==> config.mk <==
export PLATFORM = sky130hd
export DESIGN_NAME = micro_dma
export DESIGN_NICKNAME = d
export VERILOG_FILES = /design/src/rtl/mdma_pkg.sv /design/src/rtl/micro_dma.sv
export SDC_FILE = /design/constraint.sdc
export NUM_CORES = 2
export LEC_CHECK = 0
export BUFFER_PORTS_ARGS = -buffer_cell sky130_fd_sc_hd__buf_2
export CAP_MARGIN = 15
export CORE_MARGIN = 8
export CORE_UTILIZATION = 44
export DETAILED_ROUTE_END_ITERATION = 12
export GPL_ROUTABILITY_DRIVEN = 0
export PLACE_DENSITY_LB_ADDON = 0.25
export SLEW_MARGIN = 5
export SYNTH_ARGS = -nofsm -noshare
export SYNTH_HDL_FRONTEND = slang
export SYNTH_SLANG_ARGS = --single-unit
==> constraint.sdc <==
create_clock -name mclk -period 16.13 [get_ports mclk]
set_input_delay 3.226 -clock mclk [delete_from_list [all_inputs] [get_ports mclk]]
set_output_delay 3.226 -clock mclk [all_outputs]
set_load 0.01 [all_outputs]
==> src/rtl/mdma_pkg.sv <==
// micro dma engine constants, field layouts and carrier types
// Notes on behaviour
// - every transfer request is presented to the cpu at maskable level 6
// - while the cpu is halted, requests stay pending and are not served
// - four channels, each triggered by the source named in its start vector
// - on accept: clear source flag, copy one item, count down by one
// - count left nonzero keeps vector; zero raises end irq and clears vector
// - simultaneous requests are served by channel number, channel 0 first
// - a source with no channel vector goes the ordinary interrupt path
// - end interrupts are arbitrated by the controller like any others
// - address registers are 32 bits, only the low 24 drive the bus
// - items are 1, 2 or 4 bytes; addresses step up, down or hold
// - 16-bit counter; a start value of zero gives 65536 transfers
// - 28 interrupt sources plus the software trigger can start transfers
// - codes 0AH-21H and 29H-2CH trigger; end interrupts never do
// - zero-wait transfer: fetch 3 states, read 2, dummy 1, write 2
// - narrow bus or odd address adds two states to read or write
// - writing one to a software request bit runs one transfer, then clears
// - burst channels keep transferring until their counter reaches zero
// - mode codes 000-100 pick the address stepping, size codes 00-10
// - mode 101 moves no data: source plus one, count down, five states
package mdma_pkg;
  localparam int NCH = 4;
  localparam int ADDR_W = 24;
  localparam logic [7:0] SFR_SWREQ = 8'h89;
  localparam logic [7:0] SFR_BURST = 8'h88;
  localparam logic [7:0] SFR_VEC0 = 8'h80;
  localparam logic [1:0] CR_SRC = 2'h0;
  localparam logic [1:0] CR_DST = 2'h1;
  localparam logic [1:0] CR_CNT = 2'h2;
  localparam logic [1:0] CR_MODE = 2'h3;
  localparam int MODE_LSB = 2;
  localparam int SIZE_LSB = 0;
  localparam logic [2:0] REQ_LEVEL = 3'h6;
  localparam logic [2:0] MD_DINC = 3'h0;
  localparam logic [2:0] MD_DDEC = 3'h1;
  localparam logic [2:0] MD_SINC = 3'h2;
  localparam logic [2:0] MD_SDEC = 3'h3;
  localparam logic [2:0] MD_FIX = 3'h4;
  localparam logic [2:0] MD_COUNT = 3'h5;
  localparam logic [1:0] SZ_BYTE = 2'h0;
  localparam logic [1:0] SZ_WORD = 2'h1;
  localparam logic [5:0] VEC_NONE = 6'h00;
  localparam logic [5:0] VEC_LO_A = 6'h0A;
  localparam logic [5:0] VEC_HI_A = 6'h21;
  localparam logic [5:0] VEC_LO_B = 6'h29;
  localparam logic [5:0] VEC_HI_B = 6'h2C;
  localparam logic [2:0] ST_FETCH = 3'h3;
  localparam logic [2:0] ST_READ = 3'h2;
  localparam logic [2:0] ST_WRITE = 3'h1;
  localparam logic [2:0] ST_COUNT = 3'h4;
  localparam logic [2:0] ST_NARROW = 3'h2;
  localparam logic [3:0] RST_BITS = 4'h0;

  typedef enum logic [2:0] {
    S_IDLE = 3'b000,
    S_FETCH = 3'b001,
    S_READ = 3'b011,
    S_GAP = 3'b010,
    S_WRITE = 3'b110,
    S_FINISH = 3'b111,
    S_COUNT = 3'b101
  } dma_state_e;

  typedef struct packed {
    logic [31:0] src;
    logic [31:0] dst;
    logic [15:0] cnt;
    logic [7:0] mode;
  } chan_s;

  typedef struct packed {
    logic [ADDR_W-1:0] addr;
    logic [1:0] size;
  } rd_cmd_s;

  typedef struct packed {
    logic [ADDR_W-1:0] addr;
    logic [1:0] size;
    logic [31:0] data;
  } wr_cmd_s;
endpackage : mdma_pkg

==> src/rtl/micro_dma.sv <==
// four-channel interrupt-triggered micro dma engine
`timescale 1ns/1ps
`default_nettype none
module micro_dma (
  input wire logic mclk,
  input wire logic rst,
  input wire logic [7:0] sfr_addr,
  input wire logic sfr_we,
  input wire logic [7:0] sfr_wdata,
  output logic [7:0] sfr_rdata,
  input wire logic cr_we,
  input wire logic [1:0] cr_ch,
  input wire logic [1:0] cr_sel,
  input wire logic [31:0] cr_wdata,
  output logic [31:0] cr_rdata,
  input wire logic [63:0] src_flag,
  output logic [63:0] src_clr,
  output logic [63:0] src_owned,
  input wire logic cpu_halted,
  input wire logic cpu_grant,
  output logic dma_req,
  output logic [2:0] dma_req_level,
  output logic [3:0] done_irq,
  output mdma_pkg::rd_cmd_s rd_cmd,
  output logic rd_req,
  input wire logic rd_valid,
  output logic rd_ready,
  input wire logic [31:0] rd_data,
  input wire logic src_narrow,
  output mdma_pkg::wr_cmd_s wr_cmd,
  output logic wr_valid,
  input wire logic wr_ready,
  input wire logic dst_narrow
);
  import mdma_pkg::*;

  chan_s ch_q [NCH];
  chan_s ch_d [NCH];
  logic [5:0] vec_q [NCH];
  logic [5:0] vec_d [NCH];
  logic [3:0] sw_q, sw_d, burst_q, burst_d;
  dma_state_e st_q, st_d;
  logic [1:0] cur_q, cur_d;
  logic from_sw_q, from_sw_d;
  logic [2:0] tick_q, tick_d;
  logic got_q, got_d, put_q, put_d;
  rd_cmd_s rd_cmd_q, rd_cmd_d;
  logic [ADDR_W-1:0] wa_q, wa_d;
  logic [1:0] wsz_q, wsz_d;
  logic [31:0] fifo_q [2];
  logic [31:0] fifo_d [2];
  logic wp_q, wp_d, rp_q, rp_d;
  logic [1:0] fill_q, fill_d;
  logic [7:0] sfr_rd_q, sfr_rd_d;
  logic [31:0] cr_rd_q, cr_rd_d;
  logic [3:0] pend;
  logic [1:0] pick;
  logic start, fin, cont, push, pop;
  chan_s cc;
  logic [2:0] cmode;
  logic [1:0] csize;
  logic [15:0] cnt_dec;
  logic [2:0] need_rd, need_wr;

  // only listed source codes can trigger
  function automatic logic vec_ok(input logic [5:0] v);
    vec_ok = (v >= VEC_LO_A && v <= VEC_HI_A) ||
             (v >= VEC_LO_B && v <= VEC_HI_B);
  endfunction : vec_ok

  function automatic logic [31:0] step(input logic [1:0] sz);
    if (sz == SZ_BYTE)
      step = 32'h1;
    else if (sz == SZ_WORD)
      step = 32'h2;
    else
      step = 32'h4;
  endfunction : step

  // fields of the channel in service
  assign cc = ch_q[cur_q];
  assign cmode = cc.mode[MODE_LSB +: 3];
  assign csize = cc.mode[SIZE_LSB +: 2];
  // wraps from zero, so zero start gives 65536 runs
  assign cnt_dec = cc.cnt - 16'h1;
  assign cont = burst_q[cur_q] && (cnt_dec != 16'h0);
  // two extra states on narrow bus or odd start
  assign need_rd = ST_READ + ((src_narrow | cc.src[0]) ? ST_NARROW : 3'h0);
  assign need_wr = ST_WRITE + ((dst_narrow | cc.dst[0]) ? ST_NARROW : 3'h0);

  // pending channels and fixed-order pick
  always_comb
  begin
    for (int i = 0; i < NCH; i++)
      pend[i] = sw_q[i] | (vec_ok(vec_q[i]) & src_flag[vec_q[i]]);
    pick = 2'h0;
    for (int i = NCH - 1; i >= 0; i--)
      if (pend[i])
        pick = 2'(i);
  end

  // sources not claimed stay ordinary interrupts
  always_comb
  begin
    src_owned = '0;
    for (int i = 0; i < NCH; i++)
      if (vec_ok(vec_q[i]))
        src_owned[vec_q[i]] = 1'b1;
  end

  // no request presented while cpu is halted
  assign dma_req = (|pend) && !cpu_halted && (st_q == S_IDLE);
  assign dma_req_level = dma_req ? REQ_LEVEL : 3'h0;
  assign start = dma_req && cpu_grant;

  // two-entry buffer between read and write phases
  assign rd_ready = (st_q == S_READ) && !got_q && (fill_q != 2'h2);
  assign push = rd_valid && rd_ready;
  assign wr_valid = (st_q == S_WRITE) && !put_q && (fill_q != 2'h0);
  assign pop = wr_valid && wr_ready;
  assign rd_req = (st_q == S_READ) && !got_q;
  assign rd_cmd = rd_cmd_q;
  assign wr_cmd = '{addr: wa_q, size: wsz_q, data: fifo_q[rp_q]};

  always_comb
  begin
    fifo_d = fifo_q;
    wp_d = wp_q;
    rp_d = rp_q;
    fill_d = fill_q;
    if (push)
    begin
      fifo_d[wp_q] = rd_data;
      wp_d = ~wp_q;
    end
    if (pop)
      rp_d = ~rp_q;
    if (push && !pop)
      fill_d = fill_q + 2'h1;
    else if (pop && !push)
      fill_d = fill_q - 2'h1;
  end

  always_ff @(posedge mclk)
  begin
    if (rst)
    begin
      fifo_q <= '{default: 32'h0};
      wp_q <= 1'b0;
      rp_q <= 1'b0;
      fill_q <= 2'h0;
    end
    else
    begin
      fifo_q <= fifo_d;
      wp_q <= wp_d;
      rp_q <= rp_d;
      fill_q <= fill_d;
    end
  end

  // transfer sequencer; one state per clock
  always_comb
  begin
    st_d = st_q;
    cur_d = cur_q;
    from_sw_d = from_sw_q;
    tick_d = tick_q + 3'h1;
    got_d = got_q | push;
    put_d = put_q | pop;
    rd_cmd_d = rd_cmd_q;
    wa_d = wa_q;
    wsz_d = wsz_q;
    src_clr = '0;
    done_irq = 4'h0;
    fin = 1'b0;
    unique case (st_q)
      S_IDLE:
      begin
        tick_d = 3'h0;
        if (start)
        begin
          cur_d = pick;
          from_sw_d = sw_q[pick];
          if (!sw_q[pick])
            src_clr[vec_q[pick]] = 1'b1;
          if (ch_q[pick].mode[MODE_LSB +: 3] == MD_COUNT)
            st_d = S_COUNT;
          else
            st_d = S_FETCH;
        end
      end
      // fetch cycle, three states
      S_FETCH:
        if (tick_q == ST_FETCH - 3'h1)
        begin
          st_d = S_READ;
          tick_d = 3'h0;
          got_d = 1'b0;
          // only the low 24 bits reach the bus
          rd_cmd_d = '{addr: cc.src[ADDR_W-1:0], size: csize};
        end
      // read holds until both timing and data are in
      S_READ:
        if (tick_q >= need_rd - 3'h1 && (got_q || push))
        begin
          st_d = S_GAP;
          tick_d = 3'h0;
        end
      // dummy state keeps the read address on the bus
      S_GAP:
      begin
        st_d = S_WRITE;
        tick_d = 3'h0;
        put_d = 1'b0;
        wa_d = cc.dst[ADDR_W-1:0];
        wsz_d = csize;
      end
      // a stalled receiver simply stretches this phase
      S_WRITE:
        if (tick_q >= need_wr - 3'h1 && (put_q || pop))
          st_d = S_FINISH;
      S_COUNT:
        if (tick_q == ST_COUNT - 3'h1)
          st_d = S_FINISH;
      S_FINISH:
      begin
        fin = 1'b1;
        tick_d = 3'h0;
        if (cnt_dec == 16'h0)
          done_irq[cur_q] = 1'b1;
        // burst runs on without a new request
        if (cont)
          st_d = (cmode == MD_COUNT) ? S_COUNT : S_FETCH;
        else
          st_d = S_IDLE;
      end
      default:
        st_d = S_IDLE;
    endcase
  end

  always_ff @(posedge mclk)
  begin
    if (rst)
    begin
      st_q <= S_IDLE;
      cur_q <= 2'h0;
      from_sw_q <= 1'b0;
      tick_q <= 3'h0;
      got_q <= 1'b0;
      put_q <= 1'b0;
      rd_cmd_q <= '0;
      wa_q <= '0;
      wsz_q <= 2'h0;
    end
    else
    begin
      st_q <= st_d;
      cur_q <= cur_d;
      from_sw_q <= from_sw_d;
      tick_q <= tick_d;
      got_q <= got_d;
      put_q <= put_d;
      rd_cmd_q <= rd_cmd_d;
      wa_q <= wa_d;
      wsz_q <= wsz_d;
    end
  end

  // channel settings; software writes land last so they win
  always_comb
  begin
    ch_d = ch_q;
    vec_d = vec_q;
    sw_d = sw_q;
    burst_d = burst_q;
    if (fin)
    begin
      // count down by one per item
      ch_d[cur_q].cnt = cnt_dec;
      unique case (cmode)
        MD_DINC: ch_d[cur_q].dst = cc.dst + step(csize);
        MD_DDEC: ch_d[cur_q].dst = cc.dst - step(csize);
        MD_SINC: ch_d[cur_q].src = cc.src + step(csize);
        MD_SDEC: ch_d[cur_q].src = cc.src - step(csize);
        MD_COUNT: ch_d[cur_q].src = cc.src + 32'h1;
        default: ;
      endcase
      if (cnt_dec == 16'h0)
        vec_d[cur_q] = VEC_NONE;
      // software request bit drops at the end
      if (from_sw_q && !cont)
        sw_d[cur_q] = 1'b0;
    end
    if (cr_we)
      unique case (cr_sel)
        CR_SRC: ch_d[cr_ch].src = cr_wdata;
        CR_DST: ch_d[cr_ch].dst = cr_wdata;
        CR_CNT: ch_d[cr_ch].cnt = cr_wdata[15:0];
        CR_MODE: ch_d[cr_ch].mode = cr_wdata[7:0];
      endcase
    if (sfr_we)
    begin
      if (sfr_addr == SFR_SWREQ)
        sw_d = sfr_wdata[3:0];
      else if (sfr_addr == SFR_BURST)
        burst_d = sfr_wdata[3:0];
      else if (sfr_addr[7:2] == SFR_VEC0[7:2])
        vec_d[sfr_addr[1:0]] = sfr_wdata[5:0];
    end
  end

  always_ff @(posedge mclk)
  begin
    if (rst)
    begin
      ch_q <= '{default: '0};
      vec_q <= '{default: VEC_NONE};
      sw_q <= RST_BITS;
      burst_q <= RST_BITS;
    end
    else
    begin
      ch_q <= ch_d;
      vec_q <= vec_d;
      sw_q <= sw_d;
      burst_q <= burst_d;
    end
  end

  // registered read-back, one clock after the address
  always_comb
  begin
    sfr_rd_d = 8'h00;
    if (sfr_addr == SFR_SWREQ)
      sfr_rd_d = {4'h0, sw_q};
    else if (sfr_addr == SFR_BURST)
      sfr_rd_d = {4'h0, burst_q};
    else if (sfr_addr[7:2] == SFR_VEC0[7:2])
      sfr_rd_d = {2'h0, vec_q[sfr_addr[1:0]]};
    unique case (cr_sel)
      CR_SRC: cr_rd_d = ch_q[cr_ch].src;
      CR_DST: cr_rd_d = ch_q[cr_ch].dst;
      CR_CNT: cr_rd_d = {16'h0, ch_q[cr_ch].cnt};
      CR_MODE: cr_rd_d = {24'h0, ch_q[cr_ch].mode};
    endcase
  end

  always_ff @(posedge mclk)
  begin
    if (rst)
    begin
      sfr_rd_q <= 8'h00;
      cr_rd_q <= 32'h0;
    end
    else
    begin
      sfr_rd_q <= sfr_rd_d;
      cr_rd_q <= cr_rd_d;
    end
  end

  assign sfr_rdata = sfr_rd_q;
  assign cr_rdata = cr_rd_q;
endmodule : micro_dma
`default_nettype wire

==> impl_metrics.ini <==
[worst_setup_path]
path_max_fanout = 11
crit_top_cell = buf_2
r2r-start = cur_q[0]
cp_slowest_cell = o21ai_0
r2r_end = ch_q[84]
worstPathArrival_ns = 7.15
worstSetupEndpointType = output port
startpoint_type = input port
r2r_slack_ns = 9.54
required_ns = 12.90
setup.worst_path.class = input port to output port
max_stage_delay_ns = 0.87
worst_r2r_path_depth = 16
cp_cell_sequence = buf_2 -> mux2i_1 -> a211o_1 -> o2111a_1 -> or4_1 -> o21ai_0 -> a31oi_1 -> o2bb2ai_1 -> or3b_2 -> nor3_1 -> buf_2

[clocking]
clkTransAtPathRegs_ns = 0.06
clk_latency_ns = 0.68
cts_buffer_depth = 3
cts_tree = done
postCtsSetupBuffers = 0
cts_resized = 0
ctsHoldBuffers = 0
cts_buffers = 61
clkSinkCount = 553
root_buffer = clkbuf_16
htree_levels = 2

[timing]
holdWs_ns = 0.450
drv_slew = 0
fmax_mhz = 96.4
hold_violations = 0
fin_skew_ns = 0.0313
fin_crit_ns = 10.38
finalSetupViolations = 0
tns_ns = 0
fin_crit_sh_pct = 64.3
tightest_slew_ns = 1.23
rsz0062_at_grt = no
relSlewSlack_pct = 17.9

[grt]
grt_usage_pct = 30.4
grt_max_degree = 142
grt_pass1_wl_um = 224000
overflow = 0
antenna_found_initial = 18
grt_pass1_vias = 35500

[hold_path]
min-delay-start = rd_cmd[18]
hp-class = register to register
hold_depth = 2
whs_endpoint = rd_cmd[18]

[synth]
synth_edf_count = 0
synth_cell_types = 97
ys_seq_elements = 553
syn_inst = 4545
synthArstFlopShare_pct = 0
netlist_area_um2 = 36800
yosysWarnings = 0
synthFlopType = dfxtp_1
yosysSeqAreaShare_pct = 30.1
syn_area_per_cell_um2 = 8.10

[floorplanning]
fp-row-count = 106
io_pins = 421
die_area_um2 = 93100
fp.coreArea_um2 = 83300
die_w_um = 305
initial_core_util_pct = 44.2
dieHeight_um = 305

[final_layout]
area.sequential_um2 = 11100
drive_gt1_share_pct = 18.2
syn_to_final_growth_pct = 11.0
most-common-layout-cells = nor2_1 (677), dfxtp_1 (551), nand2_1 (467), a21oi_1 (388), buf_2 (324)
nNetsFinal = 4801
design_area_um2 = 40800
final_common_cell = nor2_1
multiInputGateArea_um2 = 23700
fillers = 8084
utilization_pct = 49.0

[power_and_ir_drop]
power_density_nw_per_um2 = 78.4
peakVddDrop_mv = 0.0918
p_leak_uw = 0.0146

[place]
portBuffers = 327
dpl.hpwl_um = 99200
place_area_um2 = 38700

[routing]
via_count = 37900
ant_nets = 0
drc = 0
routed_via_density = 6.58
postRouteWirelength_um = 151000
drt-pass1-iter-count = 7
initialDrtViolationCount = 4945
wire_per_inst_um = 26.1

[run_status]
status = finished clean

[flow_run]
cap_violations = 0
==> per-layer routing <==
metal  share of wire, %  vias up  GRT usage, %  wire [um]
met3                 12      544          6.85      17500
met4                6.0       10          15.6       9010
met1                 38    18000          39.8      57400
met2                 44     2590          47.1      66600
met5              0.038        -             0         57
li1                   -    16700             -          -
==> cells in the mapped netlist (15+ instances only) <==
master      n  area, um^2
a211oi_1  185        1390
a21oi_1   390        1950
a221oi_1   44         385
a22o_1     31         272
a22oi_1    44         330
a311oi_1   15         131
a31oi_1    30         188
a32oi_1    24         210
and2_1     19         119
and3_1     24         150
buf_1      33         124
buf_2      31         155
buf_4      84         631
clkbuf_1  332        1250
dfxtp_1   553       11100
ha_1       21         263
inv_1      41         154
mux2_2     38         428
mux2i_1   120        1200
mux4_2    209        4710
nand2_1   472        1770
nand2b_1   44         275
nand3_1    81         405
nand3b_1   17         128
nand4_1    38         238
nor2_1    697        2620
nor2b_1    49         307
nor3_1    195         976
nor3b_1    28         210
nor4_1     45         282
o211ai_1   33         248
o21ai_0   194         971
o221ai_1   16         140
o22ai_1    35         219
o31ai_1    19         143
or2_2      16         100
or3_1      17         106
xnor2_1    47         412
xor2_1     32         280
==> how the worst max path moves through the flow <==
stage | startpoint | endpoint | slack (ns)
2_1_floorplan | src_flag[43] | src_clr[30] | 6.79
3_3_place_gp | src_flag[34] | src_clr[29] | 5.82
5_1_grt | src_flag[38] | src_clr[29] | 5.50
3_5_place_dp | src_flag[34] | src_clr[29] | 5.82
4_1_cts | src_flag[34] | src_clr[29] | 5.80
6_report | src_flag[34] | src_clr[29] | 5.75
==> stage by stage <==
stage / instances / power, uW / setup slack (ns)
after floorplan: 4619 / 1640 / 6.79
after global placement: 5635 / 1720 / 5.82
after detailed placement: 5635 / 1730 / 5.82
after CTS: 5747 / 3210 / 5.80
after global routing: 5755 / 3290 / 5.50
final: 5760 / 3200 / 5.75
==> state kept, by name, summed over array words and instances, names as in the netlist, 2 cells and up <==
name / flops
cr_rdata: 32
rd_cmd: 26
ch_q: 352
wa_q: 24
sfr_rdata: 6
fill_q: 2
fifo_q: 64
sw_q: 4
burst_q: 4
wsz_q: 2
tick_q: 3
st_q: 3
cur_q: 2
vec_q: 24
==> kinds of logic (layout without fill, tap and decap cells) <==
family	Yosys count	after routing	synth area share, %
adder cells (fa/ha/maj)	25	25	0.932
other	1	88	0.0102
multiplexers	367	367	17.2
flip-flops	553	553	30.1
buffers and inverters	527	575	6.48
XOR/XNOR	80	80	1.92
AND/OR/NAND/NOR	1804	1804	22.4
AO/OA/AOI/OAI	1188	1188	20.9
==> critical path: cells and delay by family <==
kind,cells,cell delay [ns]
AO/OA/AOI/OAI,5,2.27
AND/OR/NAND/NOR,3,1.31
buffers and inverters,2,0.28
multiplexers,1,0.07
==> layout make-up <==
type                       count  share of cell area, %
sequential                   553                   27.1
multi-input combinational   3539                   58.1
antenna                       13                 0.0797
timing repair buffer         422                   5.80
clock inverter                27                  0.873
clock buffer                  85                   4.30
tap                         1080                   3.31
inverter                      41                  0.377
==> power breakdown <==
group          leakage [uW]  internal (uW)  switching (uW)  total, uW
logic               0.00912            102             206        309
clock network       0.00104            859             637       1500
registers           0.00447           1380            15.0       1400
total                0.0146           2340             858       3200
Power figures use the tool's default switching activity.
